<file path="src/core/cmd_major_map.vh">
// constants for the compact major opcode decoder
// assumes inclusion by bare name from the decoder files
`ifndef CMD_MAJOR_MAP_VH
`define CMD_MAJOR_MAP_VH

// major field position in the fetched word
`define CMD_MAJOR_HI 31
`define CMD_MAJOR_LO 26
`define CMD_MAJOR_W 6

// register and sub-opcode fields used to split shared groups
`define CMD_RT_HI 25
`define CMD_RT_LO 21
`define CMD_RS_HI 20
`define CMD_RS_LO 16
`define CMD_SUB_HI 5
`define CMD_SUB_LO 0

// encoding classes
`define CMD_CLS_W 4
`define CMD_C_DIRECT 4'h0
`define CMD_C_POOL 4'h1
`define CMD_C_RSVD 4'h2
`define CMD_C_SHARED 4'h3
`define CMD_C_W64 4'h4
`define CMD_C_W64_COP 4'h5
`define CMD_C_COP1 4'h6
`define CMD_C_FP64 4'h7
`define CMD_C_CORR 4'h8
`define CMD_C_PARTNER 4'h9
`define CMD_C_DEBUG 4'ha
`define CMD_C_EXT 4'hb
`define CMD_C_HIGHER 4'hc

// pool identifiers
`define CMD_POOL_W 4
`define CMD_POOL_N 10
`define CMD_P_W32A 4'h0
`define CMD_P_W32B 4'h1
`define CMD_P_W32I 4'h2
`define CMD_P_W32C 4'h3
`define CMD_P_N16A 4'h4
`define CMD_P_N16B 4'h5
`define CMD_P_N16C 4'h6
`define CMD_P_N16D 4'h7
`define CMD_P_N16E 4'h8
`define CMD_P_W32F 4'h9
`define CMD_P_NONE 4'hf

// rows of the major table
`define CMD_ROW_WIDE0 3'h0
`define CMD_ROW_N16LO 3'h1
`define CMD_ROW_N16HI 3'h3
`define CMD_ROW_IMM 3'h4

// coprocessor numbers
`define CMD_CP0 2'h0
`define CMD_CP1 2'h1

`endif

</file>
<file path="src/core/cmd_out_reg.v">
// output flop stage for decoder results
// assumes one clock and an active-low asynchronous reset
`timescale 1ns/100ps

module cmd_out_reg #(
    parameter W = 1,
    parameter [W-1:0] RST = {W{1'b0}}
)(
    // clock and reset
    input wire i_clk,
    input wire i_resetn,
    // data
    input wire [W-1:0] i_d,
    output reg [W-1:0] o_q
);

always @(posedge i_clk or negedge i_resetn)
begin
    if (!i_resetn)
    begin
        o_q <= RST;
    end
    else
    begin
        o_q <= i_d;
    end
end

endmodule // cmd_out_reg

</file>
<file path="src/core/cmd_major_decoder.v">
// major opcode decoder for a mixed 16/32-bit compressed instruction set
// assumes the fetch stage puts the first halfword in bits 31:16
// and the pipeline supplies mode bits on the same clock
//
// Operation
// - major is the top six bits: bit 15 down or bit 31 down
// - major field is always six bits; minor fields vary per pool
// - major value is column bits above row bits
// - pool majors identify nothing alone; word goes to the pool decoder
// - non-pool majors name one instruction or one shared group
// - shared majors are split by other instruction fields
// - reserved encodings request reserved-instruction
// - field-class encodings go to the further table first
// - higher-level or newer-revision encodings request reserved-instruction
// - 64-bit-only encodings legal only with 64-bit ops enabled
// - from revision 2, 64-bit-float encodings need 64-bit float enabled
// - corrected encodings legal in any configuration from revision 2
// - empty partner encodings request reserved or coprocessor-unusable
// - extension encodings reserved when the extension is absent
// - row 000 holds four wide pools then compact branch groups
// - row 001 holds narrow pools, global-pointer load, then reserved
// - row 100 holds the wide immediate operations in column order
`timescale 1ns/100ps
`include "cmd_major_map.vh"

module cmd_major_decoder #(
    parameter DEBUG_IMPL = 0,
    parameter EXT_IMPL = 0,
    parameter REV2 = 1
)(
    // clock and reset
    input wire i_clk,
    input wire i_resetn,
    // fetch side
    input wire i_valid,
    input wire [31:0] i_instr,
    // mode bits
    input wire i_ops64_en,
    input wire i_fp64_en,
    input wire i_fp_register_file_mode,
    input wire i_cop1_usable,
    input wire i_cop2_usable,
    // decode result
    output wire o_valid,
    output wire [31:0] o_instr,
    output wire [5:0] o_major,
    output wire [3:0] o_class,
    output wire o_narrow,
    output wire [`CMD_POOL_N-1:0] o_pool_sel,
    output wire o_shared,
    output wire o_rs_zero,
    output wire o_rt_zero,
    output wire o_rs_lt_rt,
    output wire [5:0] o_sub_op,
    output wire o_imm_op_valid,
    output wire [2:0] o_imm_op,
    // exception requests
    output wire o_ri_req,
    output wire o_cpu_req,
    output wire [1:0] o_cpu_unit
);

// ----------------------------------------
// field extraction
// ----------------------------------------
wire [5:0] major;
wire [2:0] col;
wire [2:0] row;
wire [4:0] rs_f;
wire [4:0] rt_f;

assign major = i_instr[`CMD_MAJOR_HI:`CMD_MAJOR_LO];
assign col = major[5:3];
assign row = major[2:0];
assign rs_f = i_instr[`CMD_RS_HI:`CMD_RS_LO];
assign rt_f = i_instr[`CMD_RT_HI:`CMD_RT_LO];

// ----------------------------------------
// major table
// ----------------------------------------
reg [3:0] cls;

always @*
begin
    case (major)
        6'h00: cls = `CMD_C_POOL;
        6'h01: cls = `CMD_C_POOL;
        6'h02: cls = `CMD_C_DIRECT;
        6'h03: cls = `CMD_C_DIRECT;
        6'h04: cls = `CMD_C_DIRECT;
        6'h05: cls = `CMD_C_DIRECT;
        6'h06: cls = `CMD_C_DIRECT;
        6'h07: cls = `CMD_C_DIRECT;
        6'h08: cls = `CMD_C_POOL;
        6'h09: cls = `CMD_C_POOL;
        6'h0a: cls = `CMD_C_DIRECT;
        6'h0b: cls = `CMD_C_DIRECT;
        6'h0c: cls = `CMD_C_DIRECT;
        6'h0d: cls = `CMD_C_DIRECT;
        6'h0e: cls = `CMD_C_DIRECT;
        6'h0f: cls = `CMD_C_DIRECT;
        6'h10: cls = `CMD_C_POOL;
        6'h11: cls = `CMD_C_POOL;
        6'h12: cls = `CMD_C_DIRECT;
        6'h13: cls = `CMD_C_POOL;
        6'h14: cls = `CMD_C_DIRECT;
        6'h15: cls = `CMD_C_POOL;
        6'h16: cls = `CMD_C_RSVD;
        6'h17: cls = `CMD_C_W64;
        6'h18: cls = `CMD_C_POOL;
        6'h19: cls = `CMD_C_DIRECT;
        6'h1a: cls = `CMD_C_DIRECT;
        6'h1b: cls = `CMD_C_POOL;
        6'h1c: cls = `CMD_C_DIRECT;
        6'h1d: cls = `CMD_C_SHARED;
        6'h1e: cls = `CMD_C_DIRECT;
        6'h1f: cls = `CMD_C_SHARED;
        6'h20: cls = `CMD_C_SHARED;
        6'h21: cls = `CMD_C_RSVD;
        6'h22: cls = `CMD_C_DIRECT;
        6'h23: cls = `CMD_C_DIRECT;
        6'h24: cls = `CMD_C_DIRECT;
        6'h25: cls = `CMD_C_DIRECT;
        6'h26: cls = `CMD_C_COP1;
        6'h27: cls = `CMD_C_COP1;
        6'h28: cls = `CMD_C_SHARED;
        6'h29: cls = `CMD_C_RSVD;
        6'h2a: cls = `CMD_C_DIRECT;
        6'h2b: cls = `CMD_C_DIRECT;
        6'h2c: cls = `CMD_C_DIRECT;
        6'h2d: cls = `CMD_C_DIRECT;
        6'h2e: cls = `CMD_C_COP1;
        6'h2f: cls = `CMD_C_COP1;
        6'h30: cls = `CMD_C_SHARED;
        6'h31: cls = `CMD_C_RSVD;
        6'h32: cls = `CMD_C_DIRECT;
        6'h33: cls = `CMD_C_DIRECT;
        6'h34: cls = `CMD_C_DIRECT;
        6'h35: cls = `CMD_C_SHARED;
        6'h36: cls = `CMD_C_W64;
        6'h37: cls = `CMD_C_W64;
        6'h38: cls = `CMD_C_SHARED;
        6'h39: cls = `CMD_C_RSVD;
        6'h3a: cls = `CMD_C_DIRECT;
        6'h3b: cls = `CMD_C_DIRECT;
        6'h3c: cls = `CMD_C_DIRECT;
        6'h3d: cls = `CMD_C_SHARED;
        6'h3e: cls = `CMD_C_DIRECT;
        6'h3f: cls = `CMD_C_DIRECT;
        default: cls = `CMD_C_RSVD;
    endcase
end

// ----------------------------------------
// pool routing
// ----------------------------------------
reg [3:0] pool_id;
reg [`CMD_POOL_N-1:0] pool_sel;

always @*
begin
    case (major)
        6'h00: pool_id = `CMD_P_W32A;
        6'h08: pool_id = `CMD_P_W32B;
        6'h10: pool_id = `CMD_P_W32I;
        6'h18: pool_id = `CMD_P_W32C;
        6'h01: pool_id = `CMD_P_N16A;
        6'h09: pool_id = `CMD_P_N16B;
        6'h11: pool_id = `CMD_P_N16C;
        6'h13: pool_id = `CMD_P_N16D;
        6'h1b: pool_id = `CMD_P_N16E;
        6'h15: pool_id = `CMD_P_W32F;
        default: pool_id = `CMD_P_NONE;
    endcase
end

// one-hot select, none when the major names an instruction itself
always @*
begin
    pool_sel = {`CMD_POOL_N{1'b0}};
    if (cls == `CMD_C_POOL)
    begin
        pool_sel[pool_id] = 1'b1;
    end
end

// ----------------------------------------
// length and immediate group
// ----------------------------------------
wire narrow;
wire imm_op_valid;

// rows 001..011 are halfword instructions
assign narrow = (row >= `CMD_ROW_N16LO) && (row <= `CMD_ROW_N16HI);
assign imm_op_valid = (row == `CMD_ROW_IMM);

// ----------------------------------------
// shared group hints
// ----------------------------------------
wire shared;
wire rs_zero;
wire rt_zero;
wire rs_lt_rt;

// one major, several instructions: fields below tell them apart
assign shared = (cls == `CMD_C_SHARED);
assign rs_zero = (rs_f == 5'h00);
assign rt_zero = (rt_f == 5'h00);
assign rs_lt_rt = (rs_f < rt_f);

// ----------------------------------------
// exception requests
// ----------------------------------------
reg ri_raw;
reg cpu_raw;
reg [1:0] cpu_unit;
wire fp64_legal;
wire corr_legal;

// before revision 2 the float-64 forms followed the 64-bit ops enable
assign fp64_legal = (REV2 != 0) ? i_fp64_en : i_ops64_en;
// for corrected forms the 64-bit ops enable does not matter from revision 2 onward
assign corr_legal = (REV2 != 0) ? 1'b1 : i_ops64_en;

always @*
begin
    ri_raw = 1'b0;
    cpu_raw = 1'b0;
    cpu_unit = `CMD_CP0;
    case (cls)
        `CMD_C_RSVD:
        begin
            ri_raw = 1'b1;
        end
        `CMD_C_HIGHER:
        begin
            ri_raw = 1'b1;
        end
        `CMD_C_W64:
        begin
            ri_raw = !i_ops64_en;
        end
        `CMD_C_W64_COP:
        begin
            cpu_unit = `CMD_CP1;
            ri_raw = !i_ops64_en && i_cop1_usable;
            cpu_raw = !i_ops64_en && !i_cop1_usable;
        end
        `CMD_C_COP1:
        begin
            cpu_unit = `CMD_CP1;
            cpu_raw = !i_cop1_usable;
        end
        `CMD_C_FP64:
        begin
            cpu_unit = `CMD_CP1;
            ri_raw = !fp64_legal && i_cop1_usable;
            cpu_raw = !fp64_legal && !i_cop1_usable;
        end
        `CMD_C_CORR:
        begin
            cpu_unit = `CMD_CP1;
            ri_raw = !corr_legal && i_cop1_usable;
            cpu_raw = !corr_legal && !i_cop1_usable;
        end
        `CMD_C_PARTNER:
        begin
            // partner slots on the coprocessor two side
            cpu_unit = 2'h2;
            ri_raw = i_cop2_usable;
            cpu_raw = !i_cop2_usable;
        end
        `CMD_C_DEBUG:
        begin
            ri_raw = (DEBUG_IMPL == 0);
        end
        `CMD_C_EXT:
        begin
            ri_raw = (EXT_IMPL == 0);
        end
        default:
        begin
            ri_raw = 1'b0;
            cpu_raw = 1'b0;
        end
    endcase
end

// exactly one request at most
wire ri_req;
wire cpu_req;

assign cpu_req = i_valid && cpu_raw;
assign ri_req = i_valid && ri_raw && !cpu_raw;

// ----------------------------------------
// output stage
// ----------------------------------------
wire [8:0] flags_d;
wire [8:0] flags_q;

assign flags_d = {i_valid, narrow && i_valid, shared && i_valid, rs_zero, rt_zero,
    rs_lt_rt, imm_op_valid && i_valid, ri_req, cpu_req};

cmd_out_reg #(
    .W(9),
    .RST(9'h000)
) u_flags (
    .i_clk(i_clk),
    .i_resetn(i_resetn),
    .i_d(flags_d),
    .o_q(flags_q)
);

assign o_valid = flags_q[8];
assign o_narrow = flags_q[7];
assign o_shared = flags_q[6];
assign o_rs_zero = flags_q[5];
assign o_rt_zero = flags_q[4];
assign o_rs_lt_rt = flags_q[3];
assign o_imm_op_valid = flags_q[2];
assign o_ri_req = flags_q[1];
assign o_cpu_req = flags_q[0];

cmd_out_reg #(
    .W(32),
    .RST(32'h00000000)
) u_instr (
    .i_clk(i_clk),
    .i_resetn(i_resetn),
    .i_d(i_instr),
    .o_q(o_instr)
);

wire [12:0] code_d;

assign code_d = {major, cls, col};

cmd_out_reg #(
    .W(13),
    .RST({6'h00, `CMD_C_RSVD, 3'h0})
) u_code (
    .i_clk(i_clk),
    .i_resetn(i_resetn),
    .i_d(code_d),
    .o_q({o_major, o_class, o_imm_op})
);

wire [`CMD_POOL_N-1:0] pool_d;

assign pool_d = i_valid ? pool_sel : {`CMD_POOL_N{1'b0}};

cmd_out_reg #(
    .W(`CMD_POOL_N),
    .RST({`CMD_POOL_N{1'b0}})
) u_pool (
    .i_clk(i_clk),
    .i_resetn(i_resetn),
    .i_d(pool_d),
    .o_q(o_pool_sel)
);

wire [7:0] misc_d;

// sub-opcode for shared sub tables, coprocessor number for the request
assign misc_d = {i_instr[`CMD_SUB_HI:`CMD_SUB_LO], cpu_unit};

cmd_out_reg #(
    .W(8),
    .RST(8'h00)
) u_misc (
    .i_clk(i_clk),
    .i_resetn(i_resetn),
    .i_d(misc_d),
    .o_q({o_sub_op, o_cpu_unit})
);

// register-file mode has no effect on major decode
wire unused_rf_mode;

assign unused_rf_mode = i_fp_register_file_mode;

endmodule // cmd_major_decoder

</file>
<file path="config.mk">
export PLATFORM = sky130hd
export DESIGN_NAME = cmd_major_decoder
export DESIGN_NICKNAME = d
export VERILOG_FILES = /design/src/core/cmd_out_reg.v /design/src/core/cmd_major_decoder.v
export VERILOG_INCLUDE_DIRS = /design/src /design/src/core
export SDC_FILE = /design/constraint.sdc
export NUM_CORES = 1
export LEC_CHECK = 0
export ABC_AREA = 1
export BUFFER_PORTS_ARGS = -buffer_cell sky130_fd_sc_hd__buf_2
export CAP_MARGIN = 20
export CORE_MARGIN = 3
export CORE_UTILIZATION = 47
export DETAILED_ROUTE_END_ITERATION = 6
export PLACE_DENSITY = 0.81
export REMOVE_ABC_BUFFERS = 1
export SLEW_MARGIN = 5
export SYNTH_ARGS = -nofsm -noshare
export SYNTH_HDL_FRONTEND = slang
export SYNTH_SLANG_ARGS = --single-unit
</file>
<file path="constraint.sdc">
create_clock -name i_clk -period 0.9 [get_ports i_clk]
set_input_delay 0.135 -clock i_clk [delete_from_list [all_inputs] [get_ports i_clk]]
set_output_delay 0.135 -clock i_clk [all_outputs]
set_load 0.005 [all_outputs]
</file>
==> key figures, run 1 <==
Synthesis
  – Ys async rst share: 100.0%
  – Synth area leader: dfrtp_1
  – Average size of a mapped cell: 10.69 sq um
  – Synth Instances: 214
  – Top_reg_cell synth: dfrtp_1
  – Most common library cells after synthesis: 54 x dfrtp_1, 40 x nand2_1, 22 x inv_1
  – Synth top area share: 59.08%
  – Number of synthesized flops with an enable pin: 0
  – Cell Area, Synth: 0.002287 sq mm
  – Synth unique cells: 30
  – Ys Warns: 0
  – Sequential-to-total area share from yosys stat: 60.23%
  – Most frequent cell after synthesis: dfrtp_1
  – Register bit total from synthesis: 55
  – Area contributors post-synth: dfrtp_1 59%, ha_1 7.1%, nand2_1 6.6%, buf_4 5.6%, inv_1 3.6%

Detailed routing
  – Drt drc: 0
  – Starting DRT DRC Count: 202
  – ANT nets after route: 0
  – DR WL/cell: 19.96 microns
  – Vias: 2,234
  – Wirelength, routed: 8701 microns
  – Detailed Routing Iterations Pass 1: 4
  – Via/cell ratio: 5.124

Critical path
  – Arrival time at the worst endpoint: 1400 ps
  – CP Data Required Time: 1110 ps
  – Kind of critical path: input pin to register
  – Critical Path Fanout Max: 7
  – Crit. End Element: register
  – Startpoint class of the critical path: input pin

Job
  – Max-cap violations: 0

Pwr
  – Peak supply drop: 1445 uV
  – Power Total: 5434 uW
  – LEAKAGE: 0.001969 uW
  – Pwr Density: 1399 mW/mm^2

STA
  – Slack of the critical path: -295.4 ps
  – Minimum clock period: 1195 ps
  – Setup TNS: -7264 ps
  – Final setup viols: 85
  – Fmax: 836.5 MHz
  – RSZ-0062 raised after global routing: true
  – Tcrit/Tclk final: 132.8%
  – Final Max Slew Viols: 0
  – Hold Fails Final Rpt: 0

GRT
  – Vias in the first global route: 2,263
  – Remaining global-route overflow: 0
  – Initial antenna violation count: 0
  – First-pass GRT wire length: 11,230 microns
  – Largest net degree at the start of global routing: 56
  – Gr usage total: 26.77%

Floorplanning
  – Die width: 75.76 microns
  – Rows: 24
  – I/O pin total: 112
  – Die Ht: 75.76 microns
  – Die area: 0.005740 sq mm
  – Core Box Area: 0.004534 sq mm
  – Initial Util: 50.44%

Cells and area
  – Filler cell count: 208
  – Diodes inserted: 0
  – Share of cells above drive strength 1: 62.53%
  – Area delta synth->final: 69.86%
  – Nets: 424

Clock network
  – CTS Buf Count: 5
  – CTS tree: done
  – Root Buffer: clkbuf_8
  – CTS sink cnt: 55
  – H-tree depth: 2
  – Reg clk slew, reported paths: 90 ps
  – Worst-case clock buffer depth: 2

Placement
  – Final GP Congestion: 0.8181
  – Port Buf Inserts: 107
  – Detailed Place HPWL: 3848 microns

Outcome
  – Status: finished with violations
  – Violated checks: setup timing

Min path
  – Hold crit path type: input pin to register
repair_timing:
action                                 CTS  global route
endpoints found under the hold margin   78             0
setup endpoints to repair               88            88
hold buffers                            25             0
gates resized for setup                 74            45
pin swaps                               22            20
gates cloned                             1             0
setup buffers                            4             5
cell type report:
class / count / area [sq um] / area share, %
clock inverters: 2 / 37.54 / 0.9662
repair buffers: 166 / 1121 / 28.86
well taps: 65 / 81.33 / 2.093
multi-input cells: 115 / 1054 / 27.12
flip-flops and latches: 55 / 1378 / 35.46
clock buffers: 5 / 68.82 / 1.771
inverters: 28 / 145.1 / 3.736
routing by layer:
layer	vias up	part of all wire [%]	global-route usage (%)	wire length [microns]
met5	-	0	0	0
met4	0	4.4	9.320	381
met3	40	8.1	5.541	705
met2	134	53	51.81	4619
met1	1085	34	28.16	2995
li1	975	-	-	-
cell families after synthesis:
logic type	after synthesis	synth area share, %
and+or+nand+nor	81	16.47
buffers and inverters	46	10.83
other	1	0.1640
AOI/OAI and AO/OA	18	5.197
adders and majority gates	13	7.112
DFF	55	60.23
registers in the layout (all words and copies together), names as in the netlist:
signal and cells:
u_instr.o_q 31, u_code.o_q 4, u_pool.o_q 10, u_misc.o_q 1, u_flags.o_q 9
stage by stage:
stage	cell area (sq um)	hold WS, ps	cells	setup slack, ps	utilization (%)
after floorplan	2152	-160.6	197	-396.1	-
after global placement	2977	146.3	395	-604.1	65.65
after detailed placement	2977	151.3	395	-682.8	65.65
after CTS	3652	4.796	432	-170.3	80.55
after global routing	3885	24.11	436	-358.0	85.68
final	3885	32.83	436	-295.4	85.68
worst paths after layout:
path,from,endpoint,slack (ps),depth (start not counted)
worst max-delay path,i_instr[27],u_flags.o_q[6]$_DFF_PN0_,-300,12
worst min-delay path,i_instr[16],u_flags.o_q[5]$_DFF_PN0_,30,2
max in group asynchronous,i_resetn,u_code.o_q[4]$_DFF_PN1_,250,3
min in group asynchronous,i_resetn,u_flags.o_q[4]$_DFF_PN0_,360,3
critical path, stage by stage:
cell and delay (ps):
buf_12 110, buf_8 130, ha_4 150, inv_2 50, nand2_2 70, nand3_2 80, nand3_2 70, nand2_2 80
nand2_4 100, buf_4 160, buf_6 110, nor4_4 160
placed cells by master, fill, tap and decap left out, types with 5 or more instances in the layout:
cell | Yosys | routed
inv_1 | 22 | 10
nor2_1 | 9 | 6
dlygate4sd3_1 | 0 | 24
inv_2 | 4 | 10
buf_2 | 0 | 103
buf_6 | 1 | 6
nand2_4 | 1 | 5
a21oi_2 | 0 | 6
nand3_2 | 0 | 5
buf_4 | 17 | 28
nand2_1 | 40 | 24
clkbuf_8 | 0 | 5
nor3_2 | 0 | 7
nand3_1 | 11 | 6
ha_4 | 0 | 11
dfrtp_1 | 54 | 54
nand2_2 | 1 | 13
power by group:
| part | switching, uW | leakage (uW) | internal (uW) | total, uW |
|---|---|---|---|---|
| sequential | 41.7 | 0.000681 | 2580 | 2620 |
| clock | 783 | 0.0000502 | 814 | 1600 |
| combinational | 661 | 0.00124 | 556 | 1220 |
| total | 1490 | 0.00197 | 3950 | 5430 |
Note: power is estimated with default switching activity, not from simulation.
==> run 2: changes to the inputs <==
clock period = 1.4 ns   (was 0.9 ns; I/O delays follow)
==> key figures, run 2 (synthesis gave the netlist of run 1 again) <==
Outcome
  – Status: finished clean

Critical path
  – CP max stage delay: 290 ps
  – Crit-path cells: buf_2, inv_1, ha_1, inv_1, nand2_1, nand3_1, nand3_1, nand2_1, nand2_4, inv_4, nand3_4, nor3_2
  – Crit-path leading delay family: simple AND/OR/NAND/NOR gates
  – Crit. End Element: register
  – Critical-path top delay cell: ha_1
  – Critical Path Fanout Max: 7
  – Arrival time at the worst endpoint: 1510 ps
  – Kind of critical path: input pin to register
  – CP Data Required Time: 1620 ps
  – WP buf/inv: 4
  – Startpoint class of the critical path: input pin

Clock network
  – H-tree depth: 2
  – Worst-case clock buffer depth: 2
  – CTS Buf Count: 5
  – CTS tree: done
  – Reg clk slew, reported paths: 90 ps
  – Root Buffer: clkbuf_8
  – Total setup buffers inserted after CTS: 0
  – CTS sink cnt: 55

Pwr
  – LEAKAGE: 0.001729 uW
  – Peak supply drop: 429.0 uV
  – Pwr Density: 992.1 mW/mm^2
  – Power Total: 3157 uW

STA
  – Tcrit/Tclk final: 91.78%
  – Hold Fails Final Rpt: 0
  – Minimum clock period: 1285 ps
  – Final setup viols: 0
  – WHS: 18.83 ps
  – Final Max Slew Viols: 0
  – Fmax: 778.3 MHz
  – Setup TNS: 0 ps

Detailed routing
  – Via/cell ratio: 4.586
  – Starting DRT DRC Count: 86
  – Drt drc: 0
  – ANT nets after route: 0
  – Wirelength, routed: 5294 microns
  – Detailed Routing Iterations Pass 1: 4
  – Vias: 1,848
  – DR WL/cell: 13.14 microns

Cells and area
  – Post-route cell area: 0.003182 sq mm
  – Diodes inserted: 0
  – Layout Cells excl Fill: 403
  – Most common cell after layout, fill and taps aside: buf_2
  – Largest register by flop count: u_instr.o_q
  – Most frequent cells in the layout: 107 x buf_2, 54 x dfrtp_1, 39 x nand2_1, 21 x inv_1
  – Filler cell count: 311
  – Biggest registers after layout: u_instr.o_q (31), u_pool.o_q (10), u_flags.o_q (9)
  – Share of cells above drive strength 1: 44.38%
  – Area delta synth->final: 39.11%
  – Max reg flops: 31
  – Nets: 391

Placement
  – Placed Cells: 382
  – Final GP Congestion: 0.8766
  – Post-DP Area: 0.002892 sq mm
  – Port Buf Inserts: 107
  – Detailed Place HPWL: 3689 microns

GRT
  – Remaining global-route overflow: 0
  – Gr usage total: 16.70%
  – Vias in the first global route: 1,710
  – Largest net degree at the start of global routing: 41
  – Initial antenna violation count: 0
  – First-pass GRT wire length: 7314 microns

Job
  – Max-cap violations: 0

Floorplanning
  – I/O pin total: 112
  – Die area: 0.005740 sq mm
  – Die width: 75.76 microns
  – Die Ht: 75.76 microns
  – Core Box Area: 0.004534 sq mm
  – Initial Util: 50.44%
  – Rows: 24

Min path
  – Hold crit path type: input pin to register
-- run 2: cell type report --
class | count | area, sq um | area share (%)
Clock inverter | 2 | 37.54 | 1.180
Multi-Input combinational cell | 115 | 718.2 | 22.57
Timing Repair Buffer | 133 | 788.3 | 24.77
Tap cell | 65 | 81.33 | 2.556
Sequential cell | 55 | 1378 | 43.30
Inverter | 28 | 110.1 | 3.460
Clock buffer | 5 | 68.82 | 2.163
-- run 2: per-layer routing --
layer,track usage [%],share of wire (%),vias to the layer above
li1,-,-,909
met1,18.17,38,830
met2,30.70,50,94
met3,5.013,9.5,15
met4,5.437,2.3,0
met5,0,0,-
-- run 2: report_power, final --
group	switching (uW)	internal, uW
Combinational	276	221
Clock	461	522
Sequential	19.9	1660
-- run 2: path summary, 6_finish.rpt --
check,startpoint,end,slack [ps],cells after the start
max in group asynchronous,i_resetn,u_instr.o_q[26]$_DFF_PN0_,510,3
max,i_instr[26],u_pool.o_q[2]$_DFF_PN0_,120,12
min,i_instr[8],u_instr.o_q[8]$_DFF_PN0_,20,1
min in group asynchronous,i_resetn,u_instr.o_q[9]$_DFF_PN0_,370,2
-- run 2: metrics by stage --
| stage | util (%) | worst slack [ps] |
|---|---|---|
| 2_1_floorplan | - | 28.87 |
| 3_3_place_gp | 63.77 | -155.0 |
| 3_5_place_dp | 63.77 | -196.7 |
| 4_1_cts | 67.44 | 98.85 |
| 5_1_grt | 70.17 | -17.13 |
| 6_report | 70.17 | 115.1 |
-- run 2: timing repair --
| item | CTS | global route |
|---|---|---|
| resized for setup | 0 | 11 |
| endpoints found under the setup margin | 0 | 12 |
| endpoints found under the hold margin | 19 | 7 |
| hold buffers | 6 | 7 |
==> run 3: changes to the inputs <==
CORE_UTILIZATION = 41   (was 47)
GPL_TIMING_DRIVEN = 0   (was not set)
PLACE_DENSITY = 0.75   (was 0.81)
clock period = 1.08 ns   (was 1.4 ns; I/O delays follow)
==> key figures, run 3 (synthesis gave the netlist of run 1 again) <==
Outcome
  – Status: finished with violations
  – Violated checks: setup timing

Cells and area
  – Most common cell after layout, fill and taps aside: buf_2
  – Diodes inserted: 0
  – Final core occ: 66.32%
  – Max reg flops: 31
  – Post-route cell area: 0.003473 sq mm
  – Largest register by flop count: u_instr.o_q
  – Layout Cells excl Fill: 419
  – Nets: 401
  – Area delta synth->final: 51.86%
  – Biggest registers after layout: u_instr.o_q (31), u_pool.o_q (10), u_flags.o_q (9)
  – Share of cells above drive strength 1: 49.28%
  – Most frequent cells in the layout: 103 x buf_2, 54 x dfrtp_1, 31 x dlygate4sd3_1, 30 x nand2_1, 15 x inv_1

Detailed routing
  – Vias: 1,921
  – Wirelength, routed: 5400 microns
  – DR WL/cell: 12.89 microns
  – Detailed Routing Iterations Pass 1: 4
  – Starting DRT DRC Count: 55
  – Drt drc: 0
  – ANT nets after route: 0
  – Via/cell ratio: 4.585

Floorplanning
  – Die Ht: 80.69 microns
  – Die width: 80.69 microns
  – Rows: 26
  – Die area: 0.006511 sq mm
  – Initial Util: 43.67%
  – I/O pin total: 112
  – Core Box Area: 0.005238 sq mm

STA
  – Slack of the critical path: -65.02 ps
  – Fmax: 873.3 MHz
  – Final Max Slew Viols: 0
  – Final setup viols: 9
  – Minimum clock period: 1145 ps
  – Tcrit/Tclk final: 106.0%
  – RSZ-0062 raised after global routing: true
  – Hold Fails Final Rpt: 0

Min path
  – Hold Crit Start: i_instr[24]
  – Hold crit path type: input pin to register

GRT
  – Gr usage total: 17.09%
  – Remaining global-route overflow: 0
  – Initial antenna violation count: 0
  – First-pass GRT wire length: 8535 microns
  – Vias in the first global route: 1,856
  – Largest net degree at the start of global routing: 41

Clock network
  – CTS sink cnt: 55
  – Worst-case clock buffer depth: 2
  – CTS Buf Count: 5
  – Reg clk slew, reported paths: 90 ps
  – H-tree depth: 2
  – CTS tree: done
  – Root Buffer: clkbuf_8

Placement
  – Port Buf Inserts: 107
  – Final GP Congestion: 0.8613
  – Placed Cells: 375
  – Detailed Place HPWL: 3643 microns
  – Post-DP Area: 0.002795 sq mm

Critical path
  – CP Data Required Time: 1300 ps
  – Kind of critical path: input pin to register
  – Crit-path leading delay family: simple AND/OR/NAND/NOR gates
  – Startpoint class of the critical path: input pin
  – CP max stage delay: 200 ps
  – WP buf/inv: 4
  – Crit-path cells: buf_12, inv_6, ha_4, inv_2, nand2_2, nand3_2, nand3_2, nand2_2, nand2_4, clkinv_4, nand3_4, nor3_2
  – Worst Setup SP: i_instr[26]
  – Critical Path Fanout Max: 8
  – Crit. End Element: register
  – Arrival time at the worst endpoint: 1360 ps
  – Critical-path top delay cell: nor3_2

Pwr
  – Power Total: 4073 uW
  – Pwr Density: 1173 mW/mm^2
  – LEAKAGE: 0.001802 uW
  – Peak supply drop: 491.3 uV

Job
  – Max-cap violations: 0
==> run 3: cell count changes in the layout (fill, tap and decap cells not counted), moves of 3 or more <==
cell	change
nor3_1	-4
nand3_2	+3
clkinv_4	+3
a21oi_2	+3
inv_1	-6
nor3_2	+4
buf_2	-4
nand2_1	-9
a21oi_1	-3
dlygate4sd3_1	+18
nand3_1	-3
nand2_2	+8
buf_4	-7
inv_8	+3
==> run 3: worst paths after layout <==
path,endpoint,cells past startpoint
max,u_pool.o_q[8]$_DFF_PN0_,12
min,u_flags.o_q[4]$_DFF_PN0_,2
max in group asynchronous,u_instr.o_q[1]$_DFF_PN0_,3
min in group asynchronous,u_flags.o_q[4]$_DFF_PN0_,2
==> run 3: final cells by class <==
| cell class | count | area [sq um] |
|---|---|---|
| fill | 406 | 1764 |
| sequential | 55 | 1378 |
| timing repair buffer | 143 | 947.2 |
| multi-input combinational | 115 | 825.8 |
| inverter | 28 | 137.6 |
| tap | 70 | 87.58 |
| clock buffer | 5 | 68.82 |
| clock inverter | 3 | 28.78 |
==> run 3: routing by layer <==
metal | routed length (microns) | vias up | share of wire [%] | GRT usage (%)
li1 | - | 935 | - | -
met1 | 2070 | 900 | 38 | 19.11
met2 | 2874 | 82 | 53 | 32.04
met3 | 434 | 4 | 8.0 | 4.933
met4 | 20 | 0 | 0.37 | 3.378
met5 | 0 | - | 0 | 0
==> run 3: per-stage QoR <==
step / setup TNS (ps) / hold WS (ps) / worst slack [ps]
detailed placement: -8887 / 109.6 / -644.8
global placement: -13580 / 270.2 / -601.7
finish: -260.4 / 43.85 / -65.02
floorplan: -2816 / -133.6 / -243.1
CTS: -40.04 / 11.40 / -29.04
global route: -1194 / 30.12 / -118.5
==> run 3: power breakdown <==
part	total, uW	switching [uW]	internal, uW
Sequential	2170	24.0	2150
Clock	1140	658	481
Combinational	764	406	358
==> run 3: repair_timing <==
item | 4_1_cts | 5_1_grt
gates cloned | 1 | 0
setup endpoints to repair | 16 | 16
hold endpoints to repair | 43 | 1
buffers inserted | 3 | 1
hold buffers | 30 | 1
pin swaps | 11 | 9
resized for setup | 46 | 23
